--- config.mk ---
export PLATFORM = sky130hd
export DESIGN_NAME = image_port_capture
export DESIGN_NICKNAME = d
export VERILOG_FILES = /design/src/core/image_port_pkg.sv /design/src/core/image_fifo.sv /design/src/core/image_port_capture.sv
export SDC_FILE = /design/constraint.sdc
export NUM_CORES = 1
export LEC_CHECK = 0
export ABC_CLOCK_PERIOD_IN_PS = 8200
export BUFFER_PORTS_ARGS = -buffer_cell sky130_fd_sc_hd__buf_2
export CORE_MARGIN = 4
export CORE_UTILIZATION = 65
export DETAILED_ROUTE_END_ITERATION = 6
export PLACE_DENSITY = 0.83
export SLEW_MARGIN = 20
export SYNTH_ARGS = -nofsm -noshare
export SYNTH_HDL_FRONTEND = slang
export SYNTH_SLANG_ARGS = --single-unit
--- constraint.sdc ---
create_clock -name mclk -period 8.2 [get_ports mclk]
set_clock_uncertainty 0.1 [all_clocks]
set_input_delay 0.41 -clock mclk [delete_from_list [all_inputs] [get_ports mclk]]
set_output_delay 0.41 -clock mclk [all_outputs]
set_load 0.05 [all_outputs]
--- src/core/image_port_pkg.sv ---
`default_nettype none
package image_port_pkg;
  localparam int DATA_W = 8;
  localparam int ADDR_W = 16;
  localparam int FIFO_DEPTH = 16;
  localparam logic [ADDR_W-1:0] ADDR_RST = 16'h0000;
  localparam logic [ADDR_W-1:0] LINE_PITCH_RST = 16'h0100;
  localparam logic [ADDR_W-1:0] ODD_FIELD_BASE = 16'h8000;
  localparam int SEL_BIT = 0;

  typedef struct packed {
    logic [ADDR_W-1:0] addr;
    logic [DATA_W-1:0] data;
    logic oddField;
  } mem_word_s;

  typedef struct packed {
    logic [2:0] strobeSync;
    logic [2:0] frameSync;
    logic [2:0] lineSync;
    logic strobeLvl;
    logic frameLvl;
    logic lineLvl;
    logic [DATA_W-1:0] dataHold;
    logic maskHold;
    logic [ADDR_W-1:0] addr;
    logic [ADDR_W-1:0] lineStart;
    logic oddField;
    logic wrPend;
  } port_state_s;
endpackage : image_port_pkg
`default_nettype wire

--- src/core/image_fifo.sv ---
`default_nettype none
module image_fifo
  import image_port_pkg::*;
#(
  parameter int WIDTH = 25,
  parameter int DEPTH = 16
) (
  // Clock and reset
  input wire logic mclk,
  input wire logic sys_rst,
  // Fill side
  input wire logic inValid,
  output logic inReady,
  input wire logic [WIDTH-1:0] inData,
  // Drain side
  output logic outValid,
  input wire logic outReady,
  output logic [WIDTH-1:0] outData
);
  localparam int PW = $clog2(DEPTH);

  initial begin
    if (DEPTH < 2 || (1 << PW) != DEPTH) $error("image_fifo: DEPTH must be a power of two >= 2");
  end

  typedef struct packed {
    logic [PW:0] wrPtr;
    logic [PW:0] rdPtr;
  } fifo_state_s;

  fifo_state_s st_r;
  fifo_state_s st_nxt;
  logic [WIDTH-1:0] mem [DEPTH];
  logic full;
  logic empty;

  assign full = (st_r.wrPtr[PW] != st_r.rdPtr[PW]) && (st_r.wrPtr[PW-1:0] == st_r.rdPtr[PW-1:0]);
  assign empty = st_r.wrPtr == st_r.rdPtr;
  assign inReady = !full;
  assign outValid = !empty;
  assign outData = mem[st_r.rdPtr[PW-1:0]];

  always_comb begin
    st_nxt = st_r;
    if (inValid && !full) begin
      st_nxt.wrPtr = st_r.wrPtr + 1'b1;
    end
    if (outReady && !empty) begin
      st_nxt.rdPtr = st_r.rdPtr + 1'b1;
    end
  end

  always_ff @(posedge mclk) begin
    if (sys_rst) begin
      st_r <= '0;
    end else begin
      st_r <= st_nxt;
    end
  end

  // Storage needs no reset; only the pointers define contents
  always_ff @(posedge mclk) begin
    if (inValid && !full) begin
      mem[st_r.wrPtr[PW-1:0]] <= inData;
    end
  end
endmodule : image_fifo
`default_nettype wire

--- src/core/image_port_capture.sv ---
`default_nettype none
// Contract
// - One configuration bit (index F7, bit 0) selects image port or other use of the pins.
// - With the port selected, the eight data lines are inputs from the image device.
// - A low mask discards the byte but still steps the address sequencer by one.
// - A high mask stores the byte into display memory at the sequencer address.
// - Data and mask are captured on the rising edge of the active-low write strobe.
// - Ready is asserted when another byte can be taken; the source pulses the strobe only then.
// - A rising frame sync starts a new frame and restarts frame addressing.
// - A rising line sync starts a new line and moves to the next line start.
// - In interlaced transfers the odd-field input tells odd from even field data.
// - An active-low command output decodes host accesses to external mapped registers; the code asserts it only while the image port is selected.
module image_port_capture
  import image_port_pkg::*;
#(
  parameter int FIFO_WORDS = FIFO_DEPTH,
  parameter logic [ADDR_W-1:0] LINE_PITCH = LINE_PITCH_RST
) (
  // Clock and reset
  input wire logic mclk,
  input wire logic sys_rst,
  // Configuration, index F7 register value
  input wire logic [7:0] imagePortIndexGroup,
  // Host decode of external mapped registers
  input wire logic hostExtRegAccess,
  // Image port pins, data lines split into in/out/enable
  input wire logic [DATA_W-1:0] imageByteIn,
  output logic [DATA_W-1:0] imageByteOut,
  output logic imageByteOe,
  input wire logic byteAcceptMask,
  input wire logic externalWriteStrobe_n,
  input wire logic frameSyncIn,
  input wire logic lineSyncIn,
  input wire logic oddFieldIn,
  output logic portReadyOut,
  output logic externalCommand_n,
  // Display memory write port
  output logic memWrValid,
  input wire logic memWrReady,
  output logic [ADDR_W-1:0] memWrAddr,
  output logic [DATA_W-1:0] memWrData
);
  initial begin
    if (FIFO_WORDS < 2) $error("image_port_capture: FIFO_WORDS too small");
  end

  localparam int WORD_W = $bits(mem_word_s);

  port_state_s st_r;
  port_state_s st_nxt;
  logic portSel;
  logic fifoInReady;
  logic fifoOutValid;
  logic [WORD_W-1:0] fifoOutData;
  mem_word_s fifoIn;
  mem_word_s fifoOut;
  logic strobeRise;
  logic frameRise;
  logic lineRise;

  assign portSel = imagePortIndexGroup[SEL_BIT];

  // Lines are never driven by this block while it owns them
  assign imageByteOut = '0;
  assign imageByteOe = 1'b0;

  // Only stages two and three are compared; stage one may be metastable
  assign strobeRise = (st_r.strobeSync[1] == st_r.strobeSync[2]) &&
                      st_r.strobeSync[2] && !st_r.strobeLvl;
  assign frameRise = (st_r.frameSync[1] == st_r.frameSync[2]) &&
                     st_r.frameSync[2] && !st_r.frameLvl;
  assign lineRise = (st_r.lineSync[1] == st_r.lineSync[2]) &&
                    st_r.lineSync[2] && !st_r.lineLvl;

  // Ready drops while a byte waits for the buffer, giving back-pressure
  assign portReadyOut = portSel && !st_r.wrPend && fifoInReady;

  assign externalCommand_n = !(portSel && hostExtRegAccess);

  always_comb begin
    st_nxt = st_r;
    st_nxt.strobeSync = {st_r.strobeSync[1:0], !externalWriteStrobe_n};
    st_nxt.frameSync = {st_r.frameSync[1:0], frameSyncIn};
    st_nxt.lineSync = {st_r.lineSync[1:0], lineSyncIn};
    if (st_r.strobeSync[1] == st_r.strobeSync[2]) begin
      st_nxt.strobeLvl = st_r.strobeSync[2];
    end
    if (st_r.frameSync[1] == st_r.frameSync[2]) begin
      st_nxt.frameLvl = st_r.frameSync[2];
    end
    if (st_r.lineSync[1] == st_r.lineSync[2]) begin
      st_nxt.lineLvl = st_r.lineSync[2];
    end
    // Strobe synchronised as active-high "low level seen"; its fall marks the pin's rise
    if (portSel && !strobeRise && st_r.strobeLvl &&
        (st_r.strobeSync[1] == st_r.strobeSync[2]) && !st_r.strobeSync[2]) begin
      // Pin data has been stable since before the rising edge, sample it now
      st_nxt.dataHold = imageByteIn;
      st_nxt.maskHold = byteAcceptMask;
      st_nxt.wrPend = 1'b1;
    end else if (st_r.wrPend) begin
      if (!st_r.maskHold) begin
        st_nxt.addr = st_r.addr + 1'b1;
        st_nxt.wrPend = 1'b0;
      end else if (fifoInReady) begin
        st_nxt.addr = st_r.addr + 1'b1;
        st_nxt.wrPend = 1'b0;
      end
    end
    if (portSel && frameRise) begin
      st_nxt.oddField = oddFieldIn;
      st_nxt.addr = oddFieldIn ? ODD_FIELD_BASE : ADDR_RST;
      st_nxt.lineStart = oddFieldIn ? ODD_FIELD_BASE : ADDR_RST;
    end else if (portSel && lineRise) begin
      st_nxt.addr = st_r.lineStart + LINE_PITCH;
      st_nxt.lineStart = st_r.lineStart + LINE_PITCH;
    end
  end

  always_ff @(posedge mclk) begin
    if (sys_rst) begin
      st_r <= '0;
    end else begin
      st_r <= st_nxt;
    end
  end

  always_comb begin
    fifoIn.addr = st_r.addr;
    fifoIn.data = st_r.dataHold;
    fifoIn.oddField = st_r.oddField;
  end

  image_fifo #(
    .WIDTH(WORD_W),
    .DEPTH(FIFO_WORDS)
  ) u_fifo (
    .mclk(mclk),
    .sys_rst(sys_rst),
    .inValid(st_r.wrPend && st_r.maskHold),
    .inReady(fifoInReady),
    .inData(fifoIn),
    .outValid(fifoOutValid),
    .outReady(memWrReady),
    .outData(fifoOutData)
  );

  assign fifoOut = mem_word_s'(fifoOutData);
  assign memWrValid = fifoOutValid;
  assign memWrAddr = fifoOut.addr;
  assign memWrData = fifoOut.data;
endmodule : image_port_capture
`default_nettype wire

==> Word-level counts from Yosys, hierarchy flattened <==
Memory sizes are Yosys's and may differ from the RTL's. A register that Yosys moved wholly into a read port is not among the register bits.
Index checks and enable logic that the tools add are counted.
{ "classes": {"addsub": 4, "eq_ne": 8, "muxes": 15, "n_reduce_logical": 32} }
{ "op_table": {"columns": ["op", "n"], "rows": [
  ["$mux W16", 5],
  ["$mux W32", 2],
  ["$logic_and A1 B1 Y1", 19],
  ["$add A16 B1 Y16 const B", 1],
  ["$add A16 B9 Y16 const B", 1],
  ["$add A5 B1 Y5 const B", 2],
  ["$logic_not A1 Y1", 10],
  ["$mux W4", 2],
  ["$mux W1", 6],
  ["$eq A5 B5 Y1", 1],
  ["$eq A4 B4 Y1", 1],
  ["$ne A4 B4 Y1 const B", 1],
  ["$eq A1 B1 Y1", 3],
  ["$ne A3 B1 Y1 const B", 1],
  ["$reduce_and A3 Y1", 1],
  ["$reduce_bool A3 Y1", 1],
  ["$reduce_bool A2 Y1", 1],
  ["$ne A1 B1 Y1", 1]
]} }
{ "word_totals": {"regBits": 65, "ramBits": 400, "input_bits": 25, "out_inout_bits": 36, "elab_cells": 74, "memories": 1} }
{ "mem_list": {"columns": ["memory", "depth", "word_bits", "read_ports", "rd_ports_with_merged_regs", "write_ports", "line_no", "source"], "rows": [
  ["u_fifo.mem", 16, 25, 1, 1, 1, "image_fifo.sv:33", "logic [WIDTH-1:0] mem [DEPTH];"]
]} }

==> Logic depth before layout (Yosys ltp) <==
Gate-level depths: netlist (run 1).
{ "depth": {"depth_word": 11, "depth_mapped": 7, "ltp_nobuf": 6} }

==> Modules after synthesis <==
Synthesis (run 1) repeated with hierarchy kept, for this count alone.
{ "hier_totals": {"hier_cells": 903, "area_unflattened_um2": 18126.1} }
{ "modules_own_cells": {"columns": ["mod", "instances", "cells_each", "area_each_um2", "seq_area_each_um2"], "rows": [
  ["image_fifo", 1, 659, 15954.1, 12291.8],
  ["image_port_capture", 1, 244, 2172.1, 940.9]
]} }

==> Worst setup path before layout (run 1) <==
Ideal clock, no wire load.
{ "synth_timing": {"path_type": "register -> register", "startpoint": "reg u_fifo.st_r[7] (netlist bit)", "endpoint": "mem u_fifo.mem[0][10] (enable)", "setup_time_ns": 0.435, "arrival_ns": 2.946, "required_time_ns": 7.665, "path_slack_ns": 4.719, "stages_incl_launch_ff": 8, "path_buffers": 2, "period_less_slack_ns": 3.481, "cell_sequence": "dfxtp_1 > buf_4 > xnor2_1 > and4_1 > buf_2 > a21oi_2 > nand2_1 > nor3_1"} }
{ "synth_between": {"elab_chain_cells": 6} }
{ "synth_lines": {"columns": ["item", "line_no", "source"], "rows": [
  ["start, declared", "image_fifo.sv:31", "fifo_state_s st_r;"],
  ["start signal, assigned", "image_fifo.sv:57", "st_r <= st_nxt;"],
  ["$eq A4 B4 Y1", "image_fifo.sv:37", "assign full = (st_r.wrPtr[PW] != st_r.rdPtr[PW]) && (st_r.wrPtr[PW-1:0] == st_r.rdPtr[PW-1:0]);"],
  ["$logic_and A1 B1 Y1", "image_fifo.sv:37", null],
  ["$logic_not A1 Y1", "image_fifo.sv:63", "if (inValid && !full) begin"],
  ["$logic_and A1 B1 Y1", "image_fifo.sv:63", null],
  ["$mux W1", "image_fifo.sv:63", null],
  ["$mux W1 (not written as such)", "image_fifo.sv:64", "mem[st_r.wrPtr[PW-1:0]] <= inData;"],
  ["end, declared", "image_fifo.sv:33", null]
]} }
Several ways; a longest one is shown, not always the timed one.

==> summary.txt, run 1 <==
Pwr/cell area -> 224 nW/um^2
Non-Filler Instances -> 1312
VDD IR max -> 0.173 mV
Fin crit period -> 4070 ps
Die Wd -> 171 um
Die area -> 29400 um^2
F_max -> 0.246 GHz
Mean Syn Cell Area -> 19.6 um^2
Share of layout cells above drive strength 1 -> 26.8%
Simple-gate share of the synthesized area -> 4.17%
First DRT Iteration DRCs -> 1410
TritonCTS clock tree -> built
Root buffer cell -> clkbuf_16
GRT overflow -> 0
Std cell rows -> 59
Actual slew at the worst max-slew pin -> 1140 ps
Die height -> 171 um
EDFF count, synth -> 384
Net Sw Frac -> 18.6%
Worst-path clk slew -> 60 ps
HP Start -> lineSyncIn
Count leader, synth -> edfxtp_1
Core area -> 26100 um^2
Post-CTS sizing -> 0
Routed WL -> 37.6 mm
Largest family of logic cells by synthesized area -> multiplexers
Antenna violations before repair -> 0
Endpoints failing hold -> 0
Cell Area, Synth -> 17400 um^2
Cts bufs inserted -> 42
Logic pwr share -> 0.7%
Compound-gate portion of the synthesized area -> 2.57%
Mux cell area share after synthesis -> 15.9%
Status -> completed
Routed WL per cell -> 28.7 um
Setup Crit Path Kind -> flop to primary output
Commonest cells in the synthesized netlist -> edfxtp_1, mux4_2, dfxtp_1
Drt pass-1 iters -> 5
Yosys Warn Count -> 0
Crit path DAT -> 3560 ps
Hold/Removal Path Class -> input pin to flop
IO buf count -> 44
Starting density of the core -> 66.4%
Synth unique cells -> 54
R2R Path Start -> u_fifo.st_r[7]
Skew-Pair Late Insertion Delay -> 530 ps
Clock power frac -> 43.3%
Synth Area in XOR/XNOR -> 1.41%
CTS sink cnt -> 444
First-pass GRT wire length -> 57.2 mm
Final period util -> 49.6%
Post-synth top area share -> 66.4%
Synth area leaders -> edfxtp_1, mux4_2, dfxtp_1, nand2_1, nor2_1
Setup-failing EPs final -> 0
CP startpoint kind -> flop
Ys async rst share -> 0%
Placed cells -> 1235
Maxcap violations -> 0
Post-Syn Instances -> 884
Vias per cell -> 6.77
Register share of total power -> 56.0%
Diode count -> 0
H-tree Lvls -> 2
Final TNS setup -> 0 ps
Main synth FF type -> edfxtp_1
Area Overhead vs Synth -> 11.1%
P_int -> 3520 uW
Sequential fraction of the synthesis area -> 73.3%
Setup bufs post-CTS -> 0
Clock Path Buffers -> 3
# DRC -> 0
Switching power total -> 803 uW
CP max FO -> 54
Gpl congestion -> 0.866
Leakage -> 0.00623 uW
Final ANT Viol Nets -> 0
Seq cells post-synth -> 444
CP required -> 7690 ps
CP Capture Type -> primary output
HPWL Detailed -> 19.0 mm
Synth Area in Adders -> 0.649%
Vias in the first global route -> 9080
Via count -> 8882
Pins Over Slew Limit -> 0
RSZ-0062 raised after global routing -> no
Largest net degree at the start of global routing -> 60
Io pins -> 61
Worst slew margin -> 24.0%
Gr usage total -> 26.5%
Yosys top cell by area -> edfxtp_1
Post-layout nets -> 980
-- power by group through the flow --
stage / clock, uW / sequential (uW) / combinational, uW
2_1_floorplan: 0 / 2470 / 22.9
3_3_place_gp: 0 / 2470 / 26.6
3_5_place_dp: 0 / 2470 / 26.9
4_1_cts: 1900 / 2420 / 28.2
5_1_grt: 2000 / 2420 / 30.5
6_report: 1870 / 2420 / 28.7
-- cell families (layout without fill, tap and decap cells) --
kind of cell,count (synthesis),count (layout)
AO/OA/AOI/OAI,63,63
XOR/XNOR,27,27
adder cells (fa/ha/maj),9,9
buffers and inverters,62,147
flip-flops,444,444
multiplexers,126,126
other,1,9
AND/OR/NAND/NOR,152,152
-- sequential cells by signal, indices dropped and copies added (netlist names), named ones only --
| name | flops |
|---|---|
| u_fifo.mem | 384 |
| fifoIn | 24 |
| st_r | 16 |
| u_fifo.st_r | 10 |
| st_nxt | 6 |
-- final timing paths --
path / cells after the start / to / slack (ps)
worst max-delay path: 4 / memWrAddr[2] / 4130
worst min-delay path: 2 / st_nxt[47] / 6
worst max register to register: 6 / u_fifo.mem[6][12] / 5050
worst min register to register: 1 / st_nxt[54] / 340
-- stage by stage --
| step | util [%] | hold WS (ps) | total power (uW) | setup WS [ps] | area, um^2 |
|---|---|---|---|---|---|
| 3_3_place_gp | 68.6 | 326 | 2490 | 4300 | 17900 |
| 4_1_cts | 73.8 | 4.06 | 4340 | 3720 | 19300 |
| 2_1_floorplan | - | 314 | 2490 | 4720 | 17400 |
| 3_5_place_dp | 68.6 | 328 | 2500 | 4300 | 17900 |
| 6_report | 73.8 | 5.58 | 4320 | 4130 | 19300 |
| 5_1_grt | 73.8 | 14.5 | 4450 | 3850 | 19300 |
-- per-layer routing --
layer / GRT usage [%] / vias to the layer above / wire [um]
met5: 0 / - / 0
li1: - / 3684 / -
met3: 4.53 / 115 / 3380
met1: 38.3 / 4532 / 14300
met2: 42.9 / 551 / 18700
met4: 7.75 / 0 / 1300
-- placed cells by master (no fill, tap or decap), types with 4 or more instances in the layout --
cell type / n
mux4_2: 120
xor2_1: 11
mux2i_1: 6
conb_1: 9
nand3_1: 14
dfxtp_1: 57
nor3_1: 5
nor2_2: 6
nor2b_1: 11
a21oi_1: 21
edfxtp_1: 384
inv_1: 9
ha_1: 9
o21ai_0: 9
xnor2_1: 15
clkinv_2: 5
buf_4: 16
o21ai_1: 4
clkbuf_16: 45
nor2_1: 32
nor2_4: 5
buf_2: 44
a32o_1: 4
nand4_1: 10
nor3_2: 4
clkbuf_1: 15
nand2_1: 45
-- critical path, stage by stage, from the launching register on --
cell and delay, ps:
dfxtp_4 930, buf_6 690, mux4_2 640, mux4_2 510, buf_2 240
-- timing repair --
| item | CTS | global route |
|---|---|---|
| endpoints found under the setup margin | 0 | 0 |
| endpoints found under the hold margin | 2 | 0 |
| hold buffers | 2 | 0 |
-- area by class of cell --
class / instances / area (um^2)
inverters: 9 / 33.8
clock buffers: 63 / 1220
fillers: 1428 / 6840
repair buffers: 63 / 372
flip-flops and latches: 444 / 12700
clock inverters: 12 / 111
multi-input cells: 386 / 4400
well taps: 335 / 419
(Power assumes the default switching activity.)
==> inputs of run 2 (changes only) <==
--- a/config.mk
+++ b/config.mk
@@ -5,12 +5,13 @@
 export SDC_FILE = /design/constraint.sdc
 export NUM_CORES = 1
 export LEC_CHECK = 0
-export ABC_CLOCK_PERIOD_IN_PS = 8200
+export ABC_AREA = 1
+export ABC_CLOCK_PERIOD_IN_PS = 3700
 export BUFFER_PORTS_ARGS = -buffer_cell sky130_fd_sc_hd__buf_2
 export CORE_MARGIN = 4
-export CORE_UTILIZATION = 65
+export CORE_UTILIZATION = 56
 export DETAILED_ROUTE_END_ITERATION = 6
-export PLACE_DENSITY = 0.83
+export PLACE_DENSITY = 0.76
 export SLEW_MARGIN = 20
 export SYNTH_ARGS = -nofsm -noshare
 export SYNTH_HDL_FRONTEND = slang
==> constraint.sdc (replaced) <==
create_clock -name mclk -period 3.7 [get_ports mclk]
set_clock_uncertainty 0.1 [all_clocks]
set_input_delay 0.185 -clock mclk [delete_from_list [all_inputs] [get_ports mclk]]
set_output_delay 0.185 -clock mclk [all_outputs]
set_load 0.05 [all_outputs]
==> run 2 against run 1 <==
Die area is 21% higher. Via count is 29% higher. Area after synthesis is 5.1% higher. Largest cell class unchanged. Clock power is 140% higher.
==> summary.txt, run 2 <==
Die Wd -> 188 um (+10%)
Endpoints failing hold -> 0 (unchanged)
Clock Path Buffers -> 3 (unchanged)
Maxcap violations -> 0 (unchanged)
R2r endpoint -> u_fifo.mem[1][17]
Actual slew at the worst max-slew pin -> 1100 ps (-37.3 ps)
Mean Syn Cell Area -> 12.6 um^2 (-36%)
Io pins -> 61 (unchanged)
R2R Path Start -> u_fifo.st_r[7]
Gr usage total -> 21.9% (-4.6 points)
Drt pass-1 iters -> 6 (+1)
Seq cells post-synth -> 444 (unchanged)
Yosys Warn Count -> 0 (unchanged)
Final TNS setup -> 0 ps (unchanged)
Ys async rst share -> 0% (unchanged)
R2R depth -> 9 (+3)
Gpl congestion -> 0.814 (-6.0%)
Vias per cell -> 5.80 (-14%)
Die height -> 188 um (+10%)
F_max -> 0.326 GHz
CP Capture Type -> primary output
RSZ-0062 raised after global routing -> no
Main synth FF type -> edfxtp_1
Synth area leaders -> edfxtp_1, dfxtp_1, mux2i_1, o211ai_1, o21ai_0
Pins Over Slew Limit -> 0 (unchanged)
Worst-path clk slew -> 60 ps (about the same)
Final period util -> 82.8%
Share of layout cells above drive strength 1 -> 12.0% (-15 points)
Hold Path Depth -> 4 (+2)
Sequential fraction of the synthesis area -> 69.8% (-3.6 points)
Yosys top cell by area -> edfxtp_1
Setup-failing EPs final -> 0 (unchanged)
H-tree Lvls -> 2 (unchanged)
Starting density of the core -> 57.2% (-9.2 points)
Hold/Removal Path Class -> input pin to flop
IO buf count -> 44 (unchanged)
Final ANT Viol Nets -> 0 (unchanged)
Pwr/cell area -> 528 nW/um^2 (+140%)
Leakage -> 0.00709 uW (+14%)
CP required -> 3410 ps (-4280 ps)
Routed WL per cell -> 20.1 um (-30%)
Layout fillers -> 2267 (+59%)
Diode count -> 0 (unchanged)
First DRT Iteration DRCs -> 1184 (-16%)
Reg2reg setup slack -> 860 ps (-4190 ps)
# DRC -> 0 (unchanged)
Fin Hold WS -> 101 ps (+95.9 ps)
Largest net degree at the start of global routing -> 85 (+42%)
CP max FO -> 49 (-9.3%)
CTS sink cnt -> 444 (unchanged)
VDD IR max -> 0.439 mV (+150%)
First-pass GRT wire length -> 61.3 mm (+7.1%)
Vias in the first global route -> 11300 (+24%)
HPWL Detailed -> 22.1 mm (+17%)
Routed WL -> 39.6 mm (+5.3%)
Placed Instance Area -> 19000 um^2 (+5.9%)
Post-layout nets -> 1537 (+57%)
Post-synth top area share -> 63.2% (-3.2 points)
Crit path DAT -> 2780 ps (-780 ps)
CP startpoint kind -> flop
Most frequent cells in the layout -> edfxtp_1, inv_1, o21ai_0
Antenna violations before repair -> 0 (unchanged)
Post-Syn Instances -> 1449 (+64%)
Synth unique cells -> 36 (-33%)
Skew-Pair Late Insertion Delay -> 540 ps (about the same)
Count leader, synth -> edfxtp_1
Critical path capture point -> memWrData[2]
Fin crit period -> 3060 ps
Max reg flops -> 384 (unchanged)
Die area -> 35500 um^2 (+21%)
EDFF count, synth -> 384 (unchanged)
Setup Crit Path Kind -> flop to primary output
Core area -> 31900 um^2 (+22%)
Cell Area, Synth -> 18200 um^2 (+5.1%)
Worst slew margin -> 26.5% (+2.6 points)
Status -> completed
Area Overhead vs Synth -> 13.2%
GRT overflow -> 0 (unchanged)
Std cell rows -> 65 (+10%)
Most common cell after layout, fill and taps aside -> edfxtp_1
Root buffer cell -> clkbuf_16
Via count -> 11500 (+29%)
Commonest cells in the synthesized netlist -> edfxtp_1, inv_1, o21ai_0
Design area -> 20700 um^2 (+7.1%)
TritonCTS clock tree -> built
Cts bufs inserted -> 44 (+4.8%)
[run 2: cell count changes after synthesis, moves of 13 or more]
cell and delta:
a21oi_1 +108, xnor2_1 -13, nand2_1 +74, clkbuf_1 +21
nor2_1 +36, o211ai_1 +93, nand3_1 +61, o21ai_0 +121
mux4_2 -120, inv_1 +128, mux2i_1 +90
[run 2: cell type report]
type | instances | area (um^2) | area share, %
Sequential cell | 444 | 12700 | 61.7
Multi-Input combinational cell | 784 | 4680 | 22.6
Clock buffer | 63 | 1290 | 6.23
Timing Repair Buffer | 87 | 673 | 3.26
Tap cell | 435 | 544 | 2.63
Inverter | 142 | 533 | 2.58
Clock inverter | 19 | 205 | 0.993
[run 2: kinds of logic (layout without fill, tap and decap cells)]
kind of cell	Yosys count	after routing	share of synthesized area, %
multiplexers	96	96	5.27
AND/OR/NAND/NOR	302	302	7.28
other	1	9	0.0206
AO/OA/AOI/OAI	361	361	11.3
flip-flops	444	444	69.8
adder cells (fa/ha/maj)	9	9	0.617
XOR/XNOR	7	7	0.336
buffers and inverters	229	311	5.40
[run 2: worst min path at each step]
stage	start	to	slack [ps]
3_5_place_dp	externalWriteStrobe_n	st_nxt[53]	250
3_3_place_gp	externalWriteStrobe_n	st_nxt[53]	240
5_1_grt	imagePortIndexGroup[0]	fifoIn[7]	130
4_1_cts	imagePortIndexGroup[0]	st_r[16]	90
6_report	imagePortIndexGroup[0]	fifoIn[7]	100
2_1_floorplan	externalWriteStrobe_n	st_nxt[53]	160
[run 2: per-layer routing]
| metal | track usage (%) | vias up | wire [um] |
|---|---|---|---|
| li1 | - | 5334 | - |
| met1 | 28.8 | 5543 | 15900 |
| met2 | 38.5 | 493 | 19900 |
| met3 | 2.78 | 85 | 2820 |
| met4 | 6.42 | 0 | 1060 |
| met5 | 0 | - | 0 |
[run 2: worst max-delay path: stages (launching register included)]
cell and delay, ps:
dfxtp_4 740, buf_4 530, mux2i_1 150, o211ai_1 230, nand3_1 160, nand2_1 130
buf_2 270
[run 2: power by group]
part / total [uW] / internal, uW / switching (uW) / leakage, uW
clock: 4500 / 2700 / 1800 / 0.000742
sequential: 5400 / 5370 / 32.5 / 0.00393
combinational: 997 / 318 / 679 / 0.00241
total: 10900 / 8390 / 2510 / 0.00709
[run 2: repair_timing]
| item | 4_1_cts | 5_1_grt |
|---|---|---|
| gates resized for setup | 0 | 0 |
| setup buffers | 0 | 0 |
| hold buffers | 17 | 0 |
| hold endpoints to repair | 25 | 0 |
[run 2: metrics by stage]
stage	instances	util [%]	total power [uW]	setup WS [ps]
after floorplan	1457	-	6280	969
after global placement	1875	59.6	6460	908
after detailed placement	1875	59.6	6480	867
after CTS	1974	64.8	11000	641
after global routing	1974	64.8	11200	508
final	1974	64.8	10900	636
